===== src/common/acs_map.svh =====
`ifndef ACS_MAP_SVH
`define ACS_MAP_SVH
`define ACS_OFF_CTRL 12'h000
`define ACS_OFF_SEQLEN 12'h004
`define ACS_OFF_RSEQ0 12'h008
`define ACS_OFF_RSEQ1 12'h00c
`define ACS_OFF_ISEQ 12'h010
`define ACS_OFF_STATUS 12'h014
`define ACS_OFF_MASK 12'h018
`define ACS_OFF_RRES 12'h01c
`define ACS_OFF_IRES1 12'h020
`define ACS_OFF_STATE 12'h024
`define ACS_CTRL_PWR 0
`define ACS_CTRL_SCAN 1
`define ACS_CTRL_REPEAT_ROUNDS_BIT 2
`define ACS_CTRL_RDISC 3
`define ACS_CTRL_IDISC 4
`define ACS_CTRL_AUTO 5
`define ACS_CTRL_REXT 6
`define ACS_CTRL_IEXT 7
`define ACS_CTRL_SHORT_LSB 8
`define ACS_ST_EOC 0
`define ACS_ST_INJECTED_DONE_FLAG 1
`define ACS_RESET_WORD 32'h0000_0000
`endif


===== src/common/acs_pkg.sv =====
package acs_pkg;
  typedef enum logic [1:0] {ACS_GRP_REG, ACS_GRP_INJ} acs_grp_t;
  // Fields run from the top bit down, so the struct maps straight onto the control word.
  typedef struct packed {
    logic [2:0] short_run_length;
    logic injected_external_trigger_enable;
    logic reg_ext_en;
    logic auto_inject_bit;
    logic injected_short_run_enable;
    logic regular_short_run_enable;
    logic repeat_rounds_bit;
    logic scan;
    logic power_on;
  } acs_ctrl_t;
  typedef struct packed {
    logic valid;
    logic [3:0] chan;
    logic inj;
  } acs_req_t;
  typedef struct packed {
    logic valid;
    logic [15:0] data;
  } acs_res_t;
endpackage


===== src/hw/acs_sequencer.sv =====
`timescale 1ns/1ps
`include "acs_map.svh"
module acs_sequencer
  import acs_pkg::*;
(
  input wire logic clk_i,
  input wire logic rst_n_i,
  input wire logic [11:0] s_axi_awaddr_i,
  input wire logic s_axi_awvalid_i,
  output logic s_axi_awready_o,
  input wire logic [31:0] s_axi_wdata_i,
  input wire logic [3:0] s_axi_wstrb_i,
  input wire logic s_axi_wvalid_i,
  output logic s_axi_wready_o,
  output logic [1:0] s_axi_bresp_o,
  output logic s_axi_bvalid_o,
  input wire logic s_axi_bready_i,
  input wire logic [11:0] s_axi_araddr_i,
  input wire logic s_axi_arvalid_i,
  output logic s_axi_arready_o,
  output logic [31:0] s_axi_rdata_o,
  output logic [1:0] s_axi_rresp_o,
  output logic s_axi_rvalid_o,
  input wire logic s_axi_rready_i,
  input wire logic reg_trig_i,
  input wire logic inj_trig_i,
  output logic conv_start_o,
  output logic conv_abort_o,
  output logic [3:0] conv_chan_o,
  input wire logic conv_done_i,
  input wire logic [15:0] conv_data_i,
  output logic irq_o
);

  typedef enum logic [1:0] {S_IDLE, S_START, S_WAIT} acs_state_t;
  acs_ctrl_t ctrl_reg;
  logic [3:0] rlen_reg;
  logic [1:0] ilen_reg;
  logic [63:0] rseq_reg;
  logic [15:0] iseq_reg;
  logic [1:0] status_reg;
  logic [1:0] mask_reg;
  logic [15:0] rres_reg;
  logic [15:0] ires_reg;
  acs_state_t state_reg;
  logic grp_inj_reg;
  logic [3:0] rpos_reg;
  logic [1:0] ipos_reg;
  logic [3:0] run_cnt_reg;
  logic reg_pend_reg;
  logic inj_pend_reg;
  logic auto_pend_reg;
  logic pwr_d_reg;

  ////////////////////////////////////////////////////////////////////
  // Register bus slave.
  logic aw_full_reg;
  logic w_full_reg;
  logic [11:0] aw_addr_reg;
  logic [31:0] w_data_reg;
  logic [3:0] w_strb_reg;
  logic wr_fire;
  logic [31:0] wmask;
  logic invalid_cfg;
  logic reg_start_ev;
  logic inj_start_ev;
  logic eoc_set;
  logic injected_done_flag_set;

  assign s_axi_awready_o = !aw_full_reg && !s_axi_bvalid_o;
  assign s_axi_wready_o = !w_full_reg && !s_axi_bvalid_o;
  assign wr_fire = aw_full_reg && w_full_reg && !s_axi_bvalid_o;
  assign wmask = {{8{w_strb_reg[3]}}, {8{w_strb_reg[2]}}, {8{w_strb_reg[1]}},
                  {8{w_strb_reg[0]}}};
  assign s_axi_arready_o = !s_axi_rvalid_o;

  always_ff @(posedge clk_i)
  begin
    if (!rst_n_i)
    begin
      aw_full_reg <= 1'b0;
      w_full_reg <= 1'b0;
      aw_addr_reg <= 12'h000;
      w_data_reg <= 32'h0000_0000;
      w_strb_reg <= 4'h0;
      s_axi_bvalid_o <= 1'b0;
      s_axi_bresp_o <= 2'h0;
    end
    else
    begin
      if (s_axi_awvalid_i && s_axi_awready_o)
      begin
        aw_full_reg <= 1'b1;
        aw_addr_reg <= s_axi_awaddr_i;
      end
      if (s_axi_wvalid_i && s_axi_wready_o)
      begin
        w_full_reg <= 1'b1;
        w_data_reg <= s_axi_wdata_i;
        w_strb_reg <= s_axi_wstrb_i;
      end
      if (wr_fire)
      begin
        aw_full_reg <= 1'b0;
        w_full_reg <= 1'b0;
        s_axi_bvalid_o <= 1'b1;
        s_axi_bresp_o <= (aw_addr_reg > `ACS_OFF_STATE) ? 2'h2 : 2'h0;
      end
      else if (s_axi_bvalid_o && s_axi_bready_i)
      begin
        s_axi_bvalid_o <= 1'b0;
      end
    end
  end

  function automatic logic [31:0] acs_merge(input logic [31:0] old, input logic [31:0] nw,
                                            input logic [31:0] m);
    acs_merge = (old & ~m) | (nw & m);
  endfunction
  logic [31:0] ctrl_word;
  // The control struct is laid out bit for bit as the register word.
  assign ctrl_word = {21'h000000, ctrl_reg};
  always_ff @(posedge clk_i)
  begin
    if (!rst_n_i)
    begin
      ctrl_reg <= '0;
      rlen_reg <= 4'h0;
      ilen_reg <= 2'h0;
      rseq_reg <= 64'h0;
      iseq_reg <= 16'h0000;
      mask_reg <= 2'h0;
    end
    else if (wr_fire)
    begin
      unique case (aw_addr_reg)
        `ACS_OFF_CTRL: ctrl_reg <= acs_ctrl_t'(11'(acs_merge(ctrl_word, w_data_reg, wmask)));
        `ACS_OFF_SEQLEN:
        begin
          rlen_reg <= w_strb_reg[0] ? w_data_reg[3:0] : rlen_reg;
          ilen_reg <= w_strb_reg[1] ? w_data_reg[9:8] : ilen_reg;
        end
        `ACS_OFF_RSEQ0: rseq_reg[31:0] <= acs_merge(rseq_reg[31:0], w_data_reg, wmask);
        `ACS_OFF_RSEQ1: rseq_reg[63:32] <= acs_merge(rseq_reg[63:32], w_data_reg, wmask);
        `ACS_OFF_ISEQ: iseq_reg <= 16'(acs_merge({16'h0000, iseq_reg}, w_data_reg, wmask));
        `ACS_OFF_MASK: mask_reg <= w_strb_reg[0] ? w_data_reg[1:0] : mask_reg;
        default: ;
      endcase
    end
  end

  always_ff @(posedge clk_i)
  begin
    if (!rst_n_i)
    begin
      s_axi_rvalid_o <= 1'b0;
      s_axi_rdata_o <= `ACS_RESET_WORD;
      s_axi_rresp_o <= 2'h0;
    end
    else if (s_axi_arvalid_i && s_axi_arready_o)
    begin
      s_axi_rvalid_o <= 1'b1;
      s_axi_rresp_o <= 2'h0;
      unique case (s_axi_araddr_i)
        `ACS_OFF_CTRL: s_axi_rdata_o <= ctrl_word;
        `ACS_OFF_SEQLEN: s_axi_rdata_o <= {22'h0, ilen_reg, 4'h0, rlen_reg};
        `ACS_OFF_RSEQ0: s_axi_rdata_o <= rseq_reg[31:0];
        `ACS_OFF_RSEQ1: s_axi_rdata_o <= rseq_reg[63:32];
        `ACS_OFF_ISEQ: s_axi_rdata_o <= {16'h0000, iseq_reg};
        `ACS_OFF_STATUS: s_axi_rdata_o <= {30'h0, status_reg};
        `ACS_OFF_MASK: s_axi_rdata_o <= {30'h0, mask_reg};
        `ACS_OFF_RRES: s_axi_rdata_o <= {16'h0000, rres_reg};
        `ACS_OFF_IRES1: s_axi_rdata_o <= {16'h0000, ires_reg};
        `ACS_OFF_STATE: s_axi_rdata_o <= {24'h0, rpos_reg, ipos_reg, grp_inj_reg,
                                          state_reg != S_IDLE};
        default:
        begin
          s_axi_rdata_o <= 32'h0000_0000;
          s_axi_rresp_o <= 2'h2;
        end
      endcase
    end
    else if (s_axi_rvalid_o && s_axi_rready_i)
    begin
      s_axi_rvalid_o <= 1'b0;
    end
  end

  ////////////////////////////////////////////////////////////////////
  // Start events.
  // A discontinuous setup mixed with scan or auto-injection is refused outright.
  assign invalid_cfg = (ctrl_reg.regular_short_run_enable || ctrl_reg.injected_short_run_enable)
                       && (ctrl_reg.scan || ctrl_reg.auto_inject_bit);
  // Rising power-on write starts regular only, and not with regular short runs on; injected from its trigger or auto-injection after a regular scan.
  assign reg_start_ev = !invalid_cfg && ((ctrl_reg.power_on && !pwr_d_reg &&
                        !ctrl_reg.regular_short_run_enable) ||
                        (ctrl_reg.reg_ext_en && reg_trig_i));
  assign inj_start_ev = !invalid_cfg && ctrl_reg.injected_external_trigger_enable &&
                        inj_trig_i;
  always_ff @(posedge clk_i)
    pwr_d_reg <= rst_n_i && ctrl_reg.power_on;
  ////////////////////////////////////////////////////////////////////
  // Sequencer.
  logic [3:0] rlast;
  logic [1:0] ilast;
  logic rlast_hit;
  logic ilast_hit;
  logic run_full;
  logic rdisc;
  logic idisc;
  assign rdisc = ctrl_reg.regular_short_run_enable;
  assign idisc = ctrl_reg.injected_short_run_enable;
  // Without scan or short runs, a group is only its first ranked channel.
  assign rlast = (ctrl_reg.scan || rdisc) ? rlen_reg : 4'h0;
  assign ilast = (ctrl_reg.scan || idisc) ? ilen_reg : 2'h0;
  assign rlast_hit = rpos_reg == rlast;
  assign ilast_hit = ipos_reg == ilast;
  // Field value n means n+1 conversions, so a run never exceeds eight.
  assign run_full = run_cnt_reg == {1'b0, ctrl_reg.short_run_length};
  assign eoc_set = (state_reg == S_WAIT) && conv_done_i;
  assign injected_done_flag_set = eoc_set && grp_inj_reg;
  assign conv_chan_o = grp_inj_reg ? iseq_reg[ipos_reg*4 +: 4] : rseq_reg[rpos_reg*4 +: 4];
  assign conv_start_o = state_reg == S_START;
  assign conv_abort_o = (state_reg == S_WAIT) && !grp_inj_reg && inj_pend_reg
                        && !conv_done_i && ctrl_reg.scan;

  always_ff @(posedge clk_i)
  begin
    if (!rst_n_i)
    begin
      state_reg <= S_IDLE;
      grp_inj_reg <= 1'b0;
      rpos_reg <= 4'h0;
      ipos_reg <= 2'h0;
      run_cnt_reg <= 4'h0;
      reg_pend_reg <= 1'b0;
      inj_pend_reg <= 1'b0;
      auto_pend_reg <= 1'b0;
    end
    else
    begin
      // Pending starts are latched; a busy group ignores its own restart.
      if (reg_start_ev && !(state_reg != S_IDLE && !grp_inj_reg))
        reg_pend_reg <= 1'b1;
      if (inj_start_ev && !(state_reg != S_IDLE && grp_inj_reg))
        inj_pend_reg <= 1'b1;
      if (!ctrl_reg.power_on)
      begin
        state_reg <= S_IDLE;
        reg_pend_reg <= 1'b0;
        inj_pend_reg <= 1'b0;
      end
      else
      begin
        unique case (state_reg)
          S_IDLE:
          begin
            // Injected takes precedence so a waiting regular start runs after it.
            if (inj_pend_reg || auto_pend_reg)
            begin
              grp_inj_reg <= 1'b1;
              inj_pend_reg <= 1'b0;
              auto_pend_reg <= 1'b0;
              run_cnt_reg <= 4'h0;
              state_reg <= S_START;
            end
            else if (reg_pend_reg)
            begin
              grp_inj_reg <= 1'b0;
              reg_pend_reg <= 1'b0;
              run_cnt_reg <= 4'h0;
              state_reg <= S_START;
            end
          end
          S_START: state_reg <= S_WAIT;
          S_WAIT:
          begin
            if (conv_abort_o)
            begin
              // The aborted regular channel keeps its position and reruns later.
              reg_pend_reg <= 1'b1;
              grp_inj_reg <= 1'b1;
              inj_pend_reg <= 1'b0;
              state_reg <= S_START;
            end
            else if (conv_done_i && grp_inj_reg)
            begin
              ipos_reg <= ilast_hit ? 2'h0 : ipos_reg + 2'h1;
              run_cnt_reg <= run_cnt_reg + 4'h1;
              if (ilast_hit || (idisc && run_full))
                state_reg <= S_IDLE;
              else
                state_reg <= S_START;
              if (ilast_hit && ctrl_reg.repeat_rounds_bit && !idisc)
                inj_pend_reg <= 1'b1;
            end
            else if (conv_done_i)
            begin
              rpos_reg <= rlast_hit ? 4'h0 : rpos_reg + 4'h1;
              run_cnt_reg <= run_cnt_reg + 4'h1;
              if (rlast_hit || (rdisc && run_full))
                state_reg <= S_IDLE;
              else
                state_reg <= S_START;
              if (rlast_hit && ctrl_reg.scan && ctrl_reg.auto_inject_bit)
                auto_pend_reg <= 1'b1;
              if (rlast_hit && ctrl_reg.repeat_rounds_bit && !rdisc)
                reg_pend_reg <= 1'b1;
            end
          end
          default: state_reg <= S_IDLE;
        endcase
      end
    end
  end

  ////////////////////////////////////////////////////////////////////
  // Results, flags and interrupt.
  always_ff @(posedge clk_i)
  begin
    if (!rst_n_i)
    begin
      rres_reg <= 16'h0000;
      ires_reg <= 16'h0000;
    end
    else if (eoc_set && grp_inj_reg)
      ires_reg <= conv_data_i;
    else if (eoc_set)
      rres_reg <= conv_data_i;
  end
  logic [1:0] st_clr;
  assign st_clr = (wr_fire && aw_addr_reg == `ACS_OFF_STATUS && w_strb_reg[0]) ?
                  w_data_reg[1:0] : 2'h0;
  // A set in the same cycle as a clear wins, so no completion is lost.
  always_ff @(posedge clk_i)
  begin
    if (!rst_n_i)
      status_reg <= 2'h0;
    else
      status_reg <= (status_reg & ~st_clr) | {injected_done_flag_set, eoc_set};
  end
  always_ff @(posedge clk_i)
  begin
    if (!rst_n_i)
      irq_o <= 1'b0;
    else
      irq_o <= |(status_reg & mask_reg);
  end
endmodule


===== config.mk =====
export PLATFORM = sky130hd
export DESIGN_NAME = acs_sequencer
export DESIGN_NICKNAME = d
export VERILOG_FILES = /design/src/common/acs_pkg.sv /design/src/hw/acs_sequencer.sv
export VERILOG_INCLUDE_DIRS = /design/src /design/src/common
export SDC_FILE = /design/constraint.sdc
export NUM_CORES = 1
export LEC_CHECK = 0
export ABC_CLOCK_PERIOD_IN_PS = 3400
export BUFFER_PORTS_ARGS = -buffer_cell sky130_fd_sc_hd__buf_2
export CORE_UTILIZATION = 55
export DETAILED_ROUTE_END_ITERATION = 10
export PLACE_DENSITY = 0.78
export SKIP_LAST_GASP = 1
export SLEW_MARGIN = 0
export SYNTH_ARGS = -nofsm -noshare
export SYNTH_HDL_FRONTEND = slang
export SYNTH_SLANG_ARGS = --single-unit

===== constraint.sdc =====
create_clock -name clk_i -period 3.4 [get_ports clk_i]
set_input_delay 0.34 -clock clk_i [delete_from_list [all_inputs] [get_ports clk_i]]
set_output_delay 0.34 -clock clk_i [all_outputs]
set_load 0.02 [all_outputs]

# Word level (Yosys, flattened, before mapping)
# Cells that the tools add are included.
dict set report op_classes {
  magnitude_cmp 1
  add_sub_neg 3
  n_shift 2
  muxes 51
  n_eq_ne 29
  n_bitwise 18
  n_reduce_logical 83
}
# operator count
set ops {}
lappend ops {{32-bit case mux with 10 select lines} 1}
lappend ops {{32-bit bitwise AND} 3}
lappend ops {{12-bit by 5-bit == test with 1-bit output, second input constant} 7}
lappend ops {{32-bit OR} 2}
lappend ops {{64-bit by 7-bit indexed part select with 4-bit output} 1}
lappend ops {{12-bit by 4-bit == test with 1-bit output, second input constant} 4}
lappend ops {{1-bit logical AND} 38}
lappend ops {{4-bit 2-to-1 mux} 8}
lappend ops {{32-bit NOT} 1}
lappend ops {{1-bit 2-to-1 mux} 26}
lappend ops {{12-bit by 3-bit == test with 1-bit output, second input constant} 2}
lappend ops {{12-bit by 6-bit == test with 1-bit output, second input constant} 2}
lappend ops {{12-bit zero test} 2}
lappend ops {{2-bit 2-to-1 mux} 10}
lappend ops {{16-bit bitwise AND} 1}
lappend ops {{16-bit OR} 1}
lappend ops {{16-bit by 5-bit indexed part select with 4-bit output} 1}
lappend ops {{2-bit AND reduction} 7}
lappend ops {{12-bit by 6-bit greater-than comparator with 1-bit output, second input constant} 1}
lappend ops {{1-bit zero test} 12}
lappend ops {{11-bit bitwise AND} 1}
lappend ops {{11-bit OR} 1}
lappend ops {{2-bit != test, second input constant} 5}
lappend ops {{5-bit AND reduction} 2}
lappend ops {{26 further kinds} 48}
dict set report word_totals {
  input_bits 86
  register_bits 239
  output_inout_bits 48
}

# Depth between registers and ports, before layout
dict set report logic_depth {
  depth_word 12
  mapped_depth 8
  mapped_depth_nobuf 6
}

# Worst setup path before layout
# No wires, ideal clock.
dict set report synth_path {
  kind {flip-flop to output port}
  start {reg rpos_reg[0]}
  end {out conv_chan_o[3]}
  slack_ns 1.052
  n_path_buf 2
  stages_incl_launch_ff 6
  t_arrival_ns 2.008
  cell_sequence {dfxtp_1 clkbuf_1 buf_2 mux4_2 mux2_2 a221o_1}
}
dict set report synth_between {
  elab_chain_cells 2
}
# element line_no
set synth_lines {}
lappend synth_lines {{from (decl)} acs_sequencer.sv:47} ;# logic [3:0] rpos_reg;
lappend synth_lines {{from (signal assigned)} acs_sequencer.sv:299} ;# rpos_reg <= rlast_hit ? 4'h0 : rpos_reg + 4'h1;
lappend synth_lines {{64-bit by 7-bit indexed part select with 4-bit output} acs_sequencer.sv:222} ;# assign conv_chan_o = grp_inj_reg ? iseq_reg[ipos_reg*4 +: 4] : rseq_reg[rpos_reg*4 +: 4];
lappend synth_lines {{4-bit 2-to-1 mux} acs_sequencer.sv:222}
lappend synth_lines {{to (decl)} acs_sequencer.sv:29} ;# output logic [3:0] conv_chan_o,
# No other way between the ends.

# Worst setup path after layout
dict set report layout_path {
  start {reg rpos_reg[0]}
  end {out conv_chan_o[0]}
}
# Same word-level chain as after synthesis.

==> results.txt <==
Crit. Startpoint: rpos_reg[0]
Via density: 6.000
Tot Pwr: 0.006138 W
Core Area: 19020 sq um
Vias in the first global route: 8979
Cells after Synth: 1222
# nets final: 1403
Reg-to-reg startpoint: aw_addr_reg[6]
Layout cell share with drive strength beyond 1: 0.1822
Critical-path maximum fanout: 16
Root Driver: clkbuf_16
Commonest non-fill, non-tap cell in the layout: nand2_1
Post-synth EDFFs: 0
Via Count: 9564
Compound-Gate Fraction of Synth Area: 0.1267
HP Class: input port to register
Internal: 0.004744 W
R2R depth: 5
Sequential power share: 0.469
Clock network fraction of total power: 0.476
Final Max Tran Viols: 0
Setup TNS: 0 ns
Final setup fails: 0
R2R Setup Slk: 0.91 ns
Skew final: 0.009943 ns
Post_cts resized: 0
Seq/Total Area, Yosys: 0.4384
Status: complete, no violations
Min Tclk post-route: 3.164 ns
Num CTS Buffers: 25
Post-synthesis mux area share: 0.1824
IO Count: 134
Gate power share: 0.054
Fmax: 316.1 MHz
Worst setup EP type: output pin
Worst ir drop on vdd: 0.3582 mV
Detail Placement HPWL: 21430 um
RSZ-0062 raised after global routing: no
Worst-Skew Late Latency: 0.53 ns
Post-CTS Hold Buffers: 0
Ant diodes: 0
Setup Fix Bufs, Post-CTS: 0
Chip width: 142.3 um
Synth-to-Final Area Change: 15.57%
Simple-gate share of the synthesized area: 0.2131
Adder-Cell Fraction of Synth Area: 0.002312
Net Sw Power: 0.001394 W
Cell variety after synth: 69
Clock transition at path regs: 0.06 ns
Crit share post-route: 0.9305
Total GRT Usage: 0.3042
CTS tree: done
Syn avg cell area: 8.857 sq um
Die area: 20240 sq um
Most frequent cells in the layout: nand2_1 (248), dfxtp_1 (237), mux2i_1 (132)
DR pass1 iterations: 6
Routed len/inst: 19.02 um
Sw Share: 0.2271
#FFs+latches synth: 237
Initial core utilization: 0.5691
Remaining Overflow, GRT: 0
Main combinational cell family by area after synthesis: simple AND/OR/NAND/NOR gates
Worst endpoint required time: 3.06 ns
XOR/XNOR Fraction of Synth Area: 0.004855
# H-tree levels: 1
DRC errors left: 0
Leakage: 5.256 nW
Critical Path Start Type: register
Crit path to: conv_chan_o[0]
Site Rows: 50
Pwr dens: 490.7 nW/um^2
RD Place Congestion: 1.001
Clock sink count: 237
# Max-Cap Violations: 0
Post-synth design cell area: 10820 sq um
Hold Crit Start: s_axi_wdata_i[11]
Initial antenna violation count: 0
Worst Path Arrival: 2.82 ns
Global-route wire length before repair: 48200 um
Antenna-violating nets left: 0
Ys Warns: 0
Max clock buf depth: 3
Initial drt markers: 1101
Die Ht: 142.3 um
Setup CP Type: register to output pin
Largest net degree at the start of global routing: 145
Top FF cell, synth: dfxtp_1
Fin. Hold Viols: 0
FFs w/ async S/R, synth: 0
Slew at the pin closest to its max-slew limit: 1.034 ns
Slew HR: 0.3040
I/O Buffers: 131
Routed WL: 30330 um
per-stage QoR:
step	std cells	util	worst slack, ns	hold slack, ns	area, sq um
after floorplan	1223	-	1.052	0.4319	10830
after global placement	1548	0.6107	0.8431	0.4325	11610
after detailed placement	1548	0.6107	0.7869	0.4377	11610
after CTS	1594	0.6577	0.2436	0.04323	12510
after global routing	1594	0.6577	0.08015	0.04804	12510
final	1594	0.6577	0.2363	0.05457	12510
power groups by stage:
stage	logic (W)	clock network [W]	registers, W
global route	0.000368	0.00307	0.00289
floorplan	0.000223	0	0.00292
global placement	0.000323	0	0.00294
detailed placement	0.000329	0	0.00294
CTS	0.000331	0.00294	0.00288
finish	0.000334	0.00292	0.00288
critical path: stages, from the launching register on:
cell and delay [ns]:
dfxtp_1 0.65, buf_4 0.37, mux4_2 0.54, mux2i_1 0.15
nor3_1 0.06, a221o_1 0.34, buf_2 0.18
layer usage:
layer | vias to the layer above | routed length [um] | GRT usage
met5 | - | 0 | 0
met4 | 0 | 922 | 0.09564
met3 | 72 | 2905 | 0.05485
met2 | 497 | 13380 | 0.4641
met1 | 4511 | 13110 | 0.4352
li1 | 4484 | - | -
area by class of cell:
type	count	area [sq um]
fillers	1601	6510
multi-input cells	899	5743
flip-flops and latches	237	4745
repair buffers	145	773.2
clock buffers	36	737.0
well taps	260	325.3
clock inverters	10	156.4
inverters	7	28.78
worst min path at each step:
| stage | endpoint | slack [ns] | cells past startpoint |
|---|---|---|---|
| final | w_data_reg[11] | 0.05 | 3 |
| after global routing | w_data_reg[30] | 0.05 | 3 |
| after CTS | aw_addr_reg[10] | 0.04 | 3 |
| after detailed placement | s_axi_rdata_o[4] | 0.44 | 2 |
| after global placement | s_axi_rdata_o[3] | 0.43 | 2 |
| after floorplan | ires_reg[2] | 0.43 | 2 |
Yosys cell counts (4+ instances only):
cell | number | area [sq um]
mux4_2 | 24 | 540.5
a31oi_1 | 7 | 43.79
a22oi_1 | 25 | 187.7
nand4_1 | 9 | 56.30
mux2_2 | 10 | 112.6
a221o_1 | 4 | 40.04
or3_1 | 6 | 37.54
nor2b_1 | 8 | 50.05
o21ai_0 | 44 | 220.2
a21oi_1 | 103 | 515.5
nor2_1 | 118 | 442.9
and2_1 | 22 | 137.6
nor3_1 | 13 | 65.06
nand3_1 | 12 | 60.06
buf_1 | 6 | 22.52
nand2b_1 | 5 | 31.28
nand4b_1 | 4 | 35.03
nand3_2 | 7 | 70.07
clkbuf_1 | 68 | 255.2
and3_1 | 4 | 25.02
o2bb2ai_1 | 8 | 70.07
nor4_1 | 4 | 25.02
dfxtp_1 | 237 | 4745
o32ai_1 | 4 | 35.03
nor3b_1 | 5 | 37.54
mux2i_1 | 132 | 1321
inv_1 | 6 | 22.52
o22ai_1 | 7 | 43.79
nand2_1 | 248 | 930.9
nor4bb_1 | 5 | 50.05
cell families after synthesis:
logic type / count (synthesis)
AND/OR/NAND/NOR: 496
flip-flops: 237
AO/OA/AOI/OAI: 227
multiplexers: 166
buffers and inverters: 87
XOR/XNOR: 6
adder cells (fa/ha/maj): 2
other: 1
(Power assumes the default switching activity.)
